**src/shared/svis_defines.svh**
```systemverilog
/*
 * Offsets, field positions, reset values and group masks for the shared-vector
 * interrupt source block.
 * Assumes it is included once per compilation unit; the guard protects against repeats.
 */
// Operation
// RULE1 - Set the nonvolatile request flag when a data-memory write completes.
// RULE2 - Vector nonvolatile source only with global, source, group enables and stack room.
// RULE3 - Nonvolatile service clears global enable and group flag, not the source flag.
// RULE4 - Set the supply-drop flag while the detector reports low supply.
// RULE5 - Vector supply-drop source only with global, source, group enables and stack room.
// RULE6 - Supply-drop service clears global enable and group flag only.
// RULE7 - Each timer unit has compare A and compare P flags, each with an enable.
// RULE8 - A timer request rises whenever a compare A or P match sets a flag.
// RULE9 - Timer match vectors only with global, source, group enables and stack room.
// RULE10 - Timer service clears global enable and its group flag; software clears matches.
// RULE11 - Any request flag rising wakes the halted core, whatever the enables.
// RULE12 - Software pre-sets a flag before halting to mask that source's wake-up.
// RULE13 - A set flag stays set while disabled until serviced or cleared.
// RULE14 - Entry pushes only the program counter; the handler saves other state.
// RULE15 - Interrupt return sets global enable; plain return leaves it clear.
// RULE16 - A group flag sets whenever any of its member sources sets its flag.
// RULE17 - A pending call waits for instruction end, then is presented for one cycle.
`ifndef SVIS_DEFINES_SVH
`define SVIS_DEFINES_SVH

// Register byte offsets on the APB bus.
`define SVIS_CTRL_OFS 12'h000
`define SVIS_SRC_EN_OFS 12'h004
`define SVIS_SRC_FLAG_OFS 12'h008
`define SVIS_SRC_SET_OFS 12'h00c
`define SVIS_SV_FLAG_OFS 12'h010
`define SVIS_STATUS_OFS 12'h014

// Control register fields.
`define SVIS_CTRL_GIE_BIT 0
`define SVIS_CTRL_SVE_LSB 1

// Source bit positions, shared by enable, flag and set registers.
`define SVIS_SRC_NVM 0
`define SVIS_SRC_SUP 1
`define SVIS_SRC_T0A 2
`define SVIS_SRC_T0P 3
`define SVIS_SRC_T1A 4
`define SVIS_SRC_T1P 5

// Counts and group membership of the sources.
`define SVIS_NUM_SRC 6
`define SVIS_NUM_SV 3
`define SVIS_GROUP0_MASK 6'h0c
`define SVIS_GROUP1_MASK 6'h30
`define SVIS_GROUP2_MASK 6'h03

// Reset values.
`define SVIS_SRC_RESET 6'h00
`define SVIS_SV_RESET 3'h0

`endif

```
**src/shared/svis_pkg.sv**
```systemverilog
/*
 * Types for the shared-vector interrupt source block.
 * Assumes the defines header is available on the include path.
 */
`default_nettype none
package svis_pkg;
    // Sequencing of a vector call toward the core.
    typedef enum logic [0:0] {
        SVIS_IDLE,
        SVIS_PENDING
    } svis_state_type;
endpackage : svis_pkg
`default_nettype wire

```
**src/design/svis_shared_vector_irq.sv**
```systemverilog
/*
 * Shared-vector interrupt sources: source flags, group flags, vector call
 * sequencing, wake-up detection and an APB register slave.
 * Assumes a core sequencer on pclk that pulses instr_done at the end of each
 * instruction and pulses the two return strobes; the supply-drop detector is
 * asynchronous, all other sources are single-cycle pulses on pclk.
 */
// Design decisions made here: the register addresses and the APB interface to the registers.
`include "svis_defines.svh"
`default_nettype none
module svis_shared_vector_irq
    import svis_pkg::*;
(
    input wire logic pclk,
    input wire logic presetn,
    input wire logic psel,
    input wire logic penable,
    input wire logic pwrite,
    input wire logic [11:0] paddr,
    input wire logic [31:0] pwdata,
    output logic [31:0] prdata,
    output logic pready,
    output logic pslverr,
    input wire logic nvm_write_done,
    input wire logic supply_drop_detector,
    input wire logic [1:0] compare_a_match,
    input wire logic [1:0] compare_p_match,
    input wire logic instr_done,
    input wire logic stack_full,
    input wire logic core_halted,
    input wire logic return_with_irq_enable,
    input wire logic plain_return,
    output logic vector_call,
    output logic [1:0] vector_index,
    output logic push_pc_only,
    output logic wake_up,
    output logic global_irq_enable
);

    // Source flags, enables and group state.
    logic [5:0] src_flag;
    logic [5:0] src_en;
    logic [2:0] shared_vector_flag;
    logic [2:0] shared_vector_enable;
    logic [5:0] next_src_flag;
    logic [2:0] next_sv_flag;
    logic [5:0] src_set;
    logic [5:0] src_rise;
    logic [2:0] sv_set;
    logic [2:0] sv_ready;
    logic [5:0] group_mask [0:2];
    logic [2:0] sup_sync;
    logic sup_low;
    svis_state_type state;
    logic [1:0] pend_index;
    logic service;
    logic req_any;
    logic [1:0] req_index;

    // APB decode: a transfer commits at the edge where pready is seen high.
    logic apb_commit;
    logic wr_commit;
    logic [31:0] next_rdata;
    logic addr_ok;

    assign apb_commit = psel & penable & pready;
    assign wr_commit = apb_commit & pwrite;

    assign group_mask[0] = `SVIS_GROUP0_MASK;
    assign group_mask[1] = `SVIS_GROUP1_MASK;
    assign group_mask[2] = `SVIS_GROUP2_MASK;

    // The detector is asynchronous, so it passes three flops and counts
    // only when the last two agree, which rejects a half-settled sample.
    always_ff @(posedge pclk or negedge presetn)
    begin
        if (!presetn)
        begin
            sup_sync <= 3'h0;
            sup_low <= 1'b0;
        end
        else
        begin
            sup_sync <= {sup_sync[1:0], supply_drop_detector};
            if (sup_sync[1] == sup_sync[2])
            begin
                sup_low <= sup_sync[2];
            end
        end
    end

    // Hardware and software set events; the supply-drop flag is refreshed for as long
    // as the low condition lasts.
    always_comb
    begin
        src_set = 6'h00;
        src_set[`SVIS_SRC_NVM] = nvm_write_done; // RULE1
        src_set[`SVIS_SRC_SUP] = sup_low; // RULE4
        src_set[`SVIS_SRC_T0A] = compare_a_match[0]; // RULE7
        src_set[`SVIS_SRC_T0P] = compare_p_match[0]; // RULE8
        src_set[`SVIS_SRC_T1A] = compare_a_match[1]; // RULE7
        src_set[`SVIS_SRC_T1P] = compare_p_match[1]; // RULE8
        if (wr_commit && paddr == `SVIS_SRC_SET_OFS)
        begin
            src_set = src_set | pwdata[5:0]; // RULE12
        end
    end

    // Source flags clear only by a software write of one; service never
    // touches them, and a set in the same cycle beats the clear.
    always_comb
    begin
        next_src_flag = src_flag; // RULE13
        if (wr_commit && paddr == `SVIS_SRC_FLAG_OFS)
        begin
            next_src_flag = next_src_flag & ~pwdata[5:0]; // RULE10
        end
        next_src_flag = next_src_flag | src_set;
    end

    assign src_rise = next_src_flag & ~src_flag;

    always_ff @(posedge pclk or negedge presetn)
    begin
        if (!presetn)
        begin
            src_flag <= `SVIS_SRC_RESET;
        end
        else
        begin
            src_flag <= next_src_flag; // RULE3 RULE6
        end
    end

    // Per-group flag set and readiness; one copy per shared vector.
    genvar g;
    generate
        for (g = 0; g < `SVIS_NUM_SV; g = g + 1)
        begin : gen_group
            assign sv_set[g] = |(src_rise & group_mask[g]); // RULE16
            // A group may call only if a member is both flagged and enabled.
            assign sv_ready[g] = shared_vector_flag[g] & shared_vector_enable[g] &
                |(src_flag & src_en & group_mask[g]); // RULE2 RULE5 RULE9
        end
    endgenerate

    // Lowest group index wins when several are ready.
    always_comb
    begin
        req_index = 2'h0;
        if (sv_ready[0])
        begin
            req_index = 2'h0;
        end
        else if (sv_ready[1])
        begin
            req_index = 2'h1;
        end
        else
        begin
            req_index = 2'h2;
        end
    end

    assign req_any = global_irq_enable & ~stack_full & (|sv_ready); // RULE2 RULE5 RULE9

    // The call fires at instruction end if the latched group still qualifies.
    assign service = (state == SVIS_PENDING) & instr_done & global_irq_enable &
        ~stack_full & sv_ready[pend_index]; // RULE17

    // Pending request sequencing; a request that lapses before the
    // instruction ends is dropped and re-evaluated afresh.
    always_ff @(posedge pclk or negedge presetn)
    begin
        if (!presetn)
        begin
            state <= SVIS_IDLE;
            pend_index <= 2'h0;
        end
        else
        begin
            unique case (state)
                SVIS_IDLE:
                begin
                    if (req_any)
                    begin
                        state <= SVIS_PENDING;
                        pend_index <= req_index;
                    end
                end
                SVIS_PENDING:
                begin
                    if (instr_done)
                    begin
                        state <= SVIS_IDLE; // RULE17
                    end
                end
            endcase
        end
    end

    // Call strobes toward the core, one cycle each.
    always_ff @(posedge pclk or negedge presetn)
    begin
        if (!presetn)
        begin
            vector_call <= 1'b0;
            vector_index <= 2'h0;
            push_pc_only <= 1'b0;
        end
        else
        begin
            vector_call <= service; // RULE17
            push_pc_only <= service; // RULE14
            if (service)
            begin
                vector_index <= pend_index;
            end
        end
    end

    // Group flags: service clears the one taken, software may clear by
    // writing one, and a new member event wins over both.
    always_comb
    begin
        next_sv_flag = shared_vector_flag;
        if (service)
        begin
            next_sv_flag[pend_index] = 1'b0; // RULE3 RULE6 RULE10
        end
        if (wr_commit && paddr == `SVIS_SV_FLAG_OFS)
        begin
            next_sv_flag = next_sv_flag & ~pwdata[2:0];
        end
        next_sv_flag = next_sv_flag | sv_set;
    end

    always_ff @(posedge pclk or negedge presetn)
    begin
        if (!presetn)
        begin
            shared_vector_flag <= `SVIS_SV_RESET;
        end
        else
        begin
            shared_vector_flag <= next_sv_flag;
        end
    end

    // Global enable: service clears it, a software write sets either way, a plain
    // return in the same cycle undoes that write, and the interrupt return sets it last so it wins.
    always_ff @(posedge pclk or negedge presetn)
    begin
        if (!presetn)
        begin
            global_irq_enable <= 1'b0;
        end
        else
        begin
            if (service)
            begin
                global_irq_enable <= 1'b0; // RULE3 RULE6 RULE10
            end
            if (wr_commit && paddr == `SVIS_CTRL_OFS)
            begin
                global_irq_enable <= pwdata[`SVIS_CTRL_GIE_BIT];
            end
            if (return_with_irq_enable)
            begin
                global_irq_enable <= 1'b1; // RULE15
            end
            else if (plain_return)
            begin
                global_irq_enable <= global_irq_enable & ~service; // RULE15
            end
        end
    end

    // Enable registers written by software.
    always_ff @(posedge pclk or negedge presetn)
    begin
        if (!presetn)
        begin
            shared_vector_enable <= 3'h0;
            src_en <= 6'h00;
        end
        else if (wr_commit)
        begin
            if (paddr == `SVIS_CTRL_OFS)
            begin
                shared_vector_enable <= pwdata[`SVIS_CTRL_SVE_LSB +: 3];
            end
            if (paddr == `SVIS_SRC_EN_OFS)
            begin
                src_en <= pwdata[5:0]; // RULE7
            end
        end
    end

    // Wake-up looks only at flag rises, never at enables, so that a
    // pre-set flag cannot wake the core again.
    always_ff @(posedge pclk or negedge presetn)
    begin
        if (!presetn)
        begin
            wake_up <= 1'b0;
        end
        else
        begin
            wake_up <= core_halted & ((|src_rise) | (|sv_set)); // RULE11 RULE12
        end
    end

    // Read mux; unused bits read as zero.
    always_comb
    begin
        next_rdata = 32'h0000_0000;
        addr_ok = 1'b1;
        unique case (paddr)
            `SVIS_CTRL_OFS: next_rdata[3:0] = {shared_vector_enable, global_irq_enable};
            `SVIS_SRC_EN_OFS: next_rdata[5:0] = src_en;
            `SVIS_SRC_FLAG_OFS: next_rdata[5:0] = src_flag;
            `SVIS_SRC_SET_OFS: next_rdata = 32'h0000_0000;
            `SVIS_SV_FLAG_OFS: next_rdata[2:0] = shared_vector_flag;
            `SVIS_STATUS_OFS: next_rdata[1:0] = {sup_low, state == SVIS_PENDING};
            default: addr_ok = 1'b0;
        endcase
    end

    // One wait state: pready rises in the second access cycle, so every
    // answer comes from a flop at the cost of a slower bus.
    always_ff @(posedge pclk or negedge presetn)
    begin
        if (!presetn)
        begin
            pready <= 1'b0;
            pslverr <= 1'b0;
            prdata <= 32'h0000_0000;
        end
        else
        begin
            pready <= psel & penable & ~pready;
            pslverr <= psel & penable & ~pready & ~addr_ok;
            if (psel && penable && !pready && !pwrite)
            begin
                prdata <= next_rdata;
            end
            else if (apb_commit)
            begin
                prdata <= 32'h0000_0000;
            end
        end
    end

endmodule // svis_shared_vector_irq
`default_nettype wire

```
**config.mk**
```make
export PLATFORM = sky130hd
export DESIGN_NAME = svis_shared_vector_irq
export DESIGN_NICKNAME = d
export VERILOG_FILES = /design/src/shared/svis_pkg.sv /design/src/design/svis_shared_vector_irq.sv
export VERILOG_INCLUDE_DIRS = /design/src /design/src/shared
export SDC_FILE = /design/constraint.sdc
export NUM_CORES = 1
export LEC_CHECK = 0
export BUFFER_PORTS_ARGS = -buffer_cell sky130_fd_sc_hd__clkbuf_2
export CORE_ASPECT_RATIO = 0.7
export CORE_MARGIN = 3
export CORE_UTILIZATION = 43
export DETAILED_ROUTE_END_ITERATION = 10
export PLACE_DENSITY = 0.82
export RECOVER_POWER = 25
export SYNTH_ARGS = -nofsm -noshare
export SYNTH_HDL_FRONTEND = slang
export SYNTH_SLANG_ARGS = --single-unit
export TNS_END_PERCENT = 5
```
**constraint.sdc**
```tcl
create_clock -name pclk -period 1.7 [get_ports pclk]
set_clock_uncertainty 0.05 [all_clocks]
set_input_delay 0.085 -clock pclk [delete_from_list [all_inputs] [get_ports pclk]]
set_output_delay 0.085 -clock pclk [all_outputs]
set_load 0.01 [all_outputs]
```
==> run_results.csv <==
group,metric,value,unit
clock_network,cts-root-buf,"sky130_fd_sc_hd__clkbuf_8",
critical_path,r2r_cells,4,
power,power_leakage,1.31,nW
sta,timing.final.setup_violations,0,
placement,buffer_ports.inserted,47,
finish,layout_common_cells,"48 x sky130_fd_sc_hd__clkbuf_2, 38 x sky130_fd_sc_hd__dfrtp_1, 26 x sky130_fd_sc_hd__conb_1, 16 x sky130_fd_sc_hd__inv_1",
routing,drc,0,
finish,antenna-diode-count,0,
critical_path,critical_path.max_fanout,7,
critical_path,start_kind,"flip-flop",
critical_path,worstReg2RegStart,"pready",
sta,fin_crit,1.64,ns
min_path,hold_sp,"penable",
synthesis,warnings_synthesis,0,
floorplan,initial_util,0.456,
clock_network,number_of_sinks_handled_by_clock_tree_synthesis,38,
sta,final-hold-violation-count,0,
placement,place.gp.congestion,0.877,
finish,layout-drive-gt1-share,0.291,
synthesis,synth_edf_count,0,
finish,utilization,0.542,
sta,unrepaired_setup_endpoints_after_global_routing,"false",
power,ir_worst_vdd,0.329,mV
routing,drt_first_pass_iters,4,
synthesis,synthesis.area_per_instance,10.4,sq um
critical_path,timing.critical_path.cells,"and4_1 > and3_4 > and3_4 > mux2_4",
grt,grt_pass1_vias,1745,
synthesis,share_of_the_yosys_chip_area_belonging_to_registers,0.425,
synthesis,postSynthRegisterBits,38,
critical_path,cpMaxStageDelayCell,"sky130_fd_sc_hd__dfrtp_1",
synthesis,xor_xnor_share_of_the_synthesized_area,0,
clock_network,cts_htree_levels,2,
synthesis,portion_of_netlist_area_occupied_by_mux_cells,0.0844,
floorplan,boundaryPins,100,
synthesis,synth_compound_gate_area_share,0.189,
synthesis,synth_flop_cell,"sky130_fd_sc_hd__dfrtp_1",
sta,timing.final.crit_share,0.966,
critical_path,worstSetupEndpointType,"flip-flop",
synthesis,post_synthesis_cell_area,2240,sq um
grt,overflow,0,
critical_path,timing.rr.end,"src_en[2]",
sta,worst_pin_slew,0.900,ns
grt,grt_util_all_layers,0.188,
min_path,hold_path.class,"primary input to flip-flop",
synthesis,synthCells,216,
routing,drt_iter0_drc,147,
critical_path,critical_path.max_stage_delay,0.34,ns
power,power.density,653,nW/um^2
job,drv.max_cap_violation_count,0,
clock_network,cts_tree,"done",
finish,nNetsFinal,341,
synthesis,synth_top_family_by_area,"compound AO/OA/AOI/OAI gates",
synthesis,post_synth_and_or_nand_nor_area_fraction,0.151,
sta,min_hold_slack,0.0185,ns
grt,wire_length_of_the_first_global_routing_pass,8810,microns
critical_path,crit_cells,4,
grt,grt_max_degree,17,
min_path,worst_hold_path_stage_count,3,
sta,max_slew_margin_vs_limit,0.400,
critical_path,critical_path_required,1.82,ns
placement,hpwl,4290,microns
run_status,outcome,"finished clean",
min_path,timing.hold.worst_endpoint,"pready",
floorplan,chipHeight,66.4,microns
routing,vias_per_cell,5.36,
floorplan,placeable_core_region,4910,sq um
routing,wirelength,5410,microns
critical_path,critical_path_buf_inv_count,0,
synthesis,synth_adder_area_share,0.00447,
routing,dr_total_vias,1882,
sta,clock.fmax,0.609,GHz
critical_path,path_delay_family,"simple AND/OR/NAND/NOR gates",
critical_path,criticalPathCategory,"flip-flop to flip-flop",
grt,grt_antenna_before_repair,0,
clock_network,worstSkewPairLatency,0.29,ns
power,post-layout-total-power,1.74,mW
clock_network,cts_buffer_depth,2,
critical_path,timing.reg2reg.setup_slack,0.06,ns
floorplan,floorplan.die_area,6120,sq um
synthesis,number_of_distinct_library_cells_after_synthesis,48,
finish,area.growth.synth_to_final,18.8,%
sta,tns,0,ns
critical_path,worst_endpoint_data_arrival_time,1.76,ns
sta,max_slew_violations,0,
routing,final_antenna_net_count,0,
finish,layout_commonest_cell,"sky130_fd_sc_hd__clkbuf_2",
floorplan,die_span_x,92.3,microns
clock_network,clk_pin_slew,0.08,ns
synthesis,async_set_or_reset_flop_fraction_in_the_synthesized_netlist,1.00,
critical_path,cpMostUsedCell,"sky130_fd_sc_hd__and3_4",
routing,drt-wirelength-per-cell,15.4,microns
clock_network,tritoncts.num_buffers,5,
floorplan,std_cell_rows,21,
[synth_stat cells, drive strengths merged, types with 2 or more instances]
| cell type | number | share of area |
|---|---|---|
| o31ai | 2 | 0.0067 |
| nor2 | 6 | 0.010 |
| a21oi | 4 | 0.0089 |
| a41oi | 2 | 0.0078 |
| mux2i | 2 | 0.0089 |
| a22o | 8 | 0.031 |
| dfrtp | 38 | 0.42 |
| a211o | 6 | 0.023 |
| o41ai | 2 | 0.0078 |
| clkbuf | 3 | 0.0050 |
| mux4 | 2 | 0.020 |
| buf | 33 | 0.11 |
| nor2b | 3 | 0.0084 |
| nor4 | 2 | 0.0084 |
| nand2b | 2 | 0.0056 |
| and3 | 6 | 0.021 |
| nand4 | 5 | 0.014 |
| nand2 | 5 | 0.0084 |
| a221o | 4 | 0.018 |
| o21ai | 9 | 0.020 |
| and2 | 5 | 0.014 |
| and4 | 5 | 0.020 |
| nand3 | 3 | 0.0067 |
| a31oi | 10 | 0.028 |
| mux2 | 9 | 0.055 |
| inv | 16 | 0.027 |
| nor3 | 9 | 0.022 |
[sequential cells by signal (all words and copies together) (netlist names)]
signal / cells
global_irq_enable: 1
pend_index: 2
prdata: 6
pready: 1
pslverr: 1
push_pc_only: 1
shared_vector_enable: 3
shared_vector_flag: 3
src_en: 6
src_flag: 6
state: 1
sup_low: 1
sup_sync: 3
vector_index: 2
wake_up: 1
[where the power goes]
part           total [mW]  internal (mW)  switching, mW
Clock               0.633          0.327          0.306
Sequential          0.918          0.912        0.00574
Combinational       0.185         0.0720          0.113
[how the worst max path moves through the flow]
stage / from / to
2_1_floorplan: pready / src_en[0]
3_3_place_gp: paddr[9] / src_en[1]
3_5_place_dp: paddr[9] / src_en[5]
4_1_cts: pready / src_en[3]
5_1_grt: pready / src_en[3]
6_report: pready / src_en[2]
[routing by layer]
layer	global-route usage	up-vias	wire, microns
li1	-	883	-
met1	0.282	885	2600
met2	0.263	110	2240
met3	0.0501	4	527
met4	0.0500	0	36
met5	0	-	0
[layout make-up]
cell class / instances / area (sq um)
Timing Repair Buffer: 69 / 413
Tap cell: 69 / 86.3
Clock buffer: 7 / 86.3
Inverter: 16 / 60.1
Clock inverter: 1 / 5.00
Multi-Input combinational cell: 151 / 1060
Fill cell: 448 / 2250
Sequential cell: 38 / 951
[stage by stage]
step	worst slack (ns)	std cells	cell area, sq um
final	0.0573	351	2660
after global placement	0.0996	334	2490
after global routing	0.0143	351	2660
after floorplan	-0.0837	241	2330
after detailed placement	0.0882	334	2490
after CTS	0.0822	351	2670
[worst register-to-register path, cell delays in order, from the launching register on]
cell and delay (ns):
sky130_fd_sc_hd__dfrtp_1 0.34, sky130_fd_sc_hd__and4_1 0.26, sky130_fd_sc_hd__and3_4 0.27, sky130_fd_sc_hd__and3_4 0.29, sky130_fd_sc_hd__mux2_4 0.31
[kinds of logic (layout without fill, tap and decap cells)]
family,after synthesis,after routing
adder cells (fa/ha/maj),1,1
other,1,26
buffers and inverters,52,93
flip-flops,38,38
AO/OA/AOI/OAI,57,57
AND/OR/NAND/NOR,54,54
multiplexers,13,13
[timing repair]
item                                    CTS  global route
endpoints found under the setup margin    0             0
hold buffers                              9             0
gates resized for setup                   0             0
buffers inserted                          0             0
hold endpoints to repair                 22             0
Note: power is estimated with default switching activity, not from simulation.
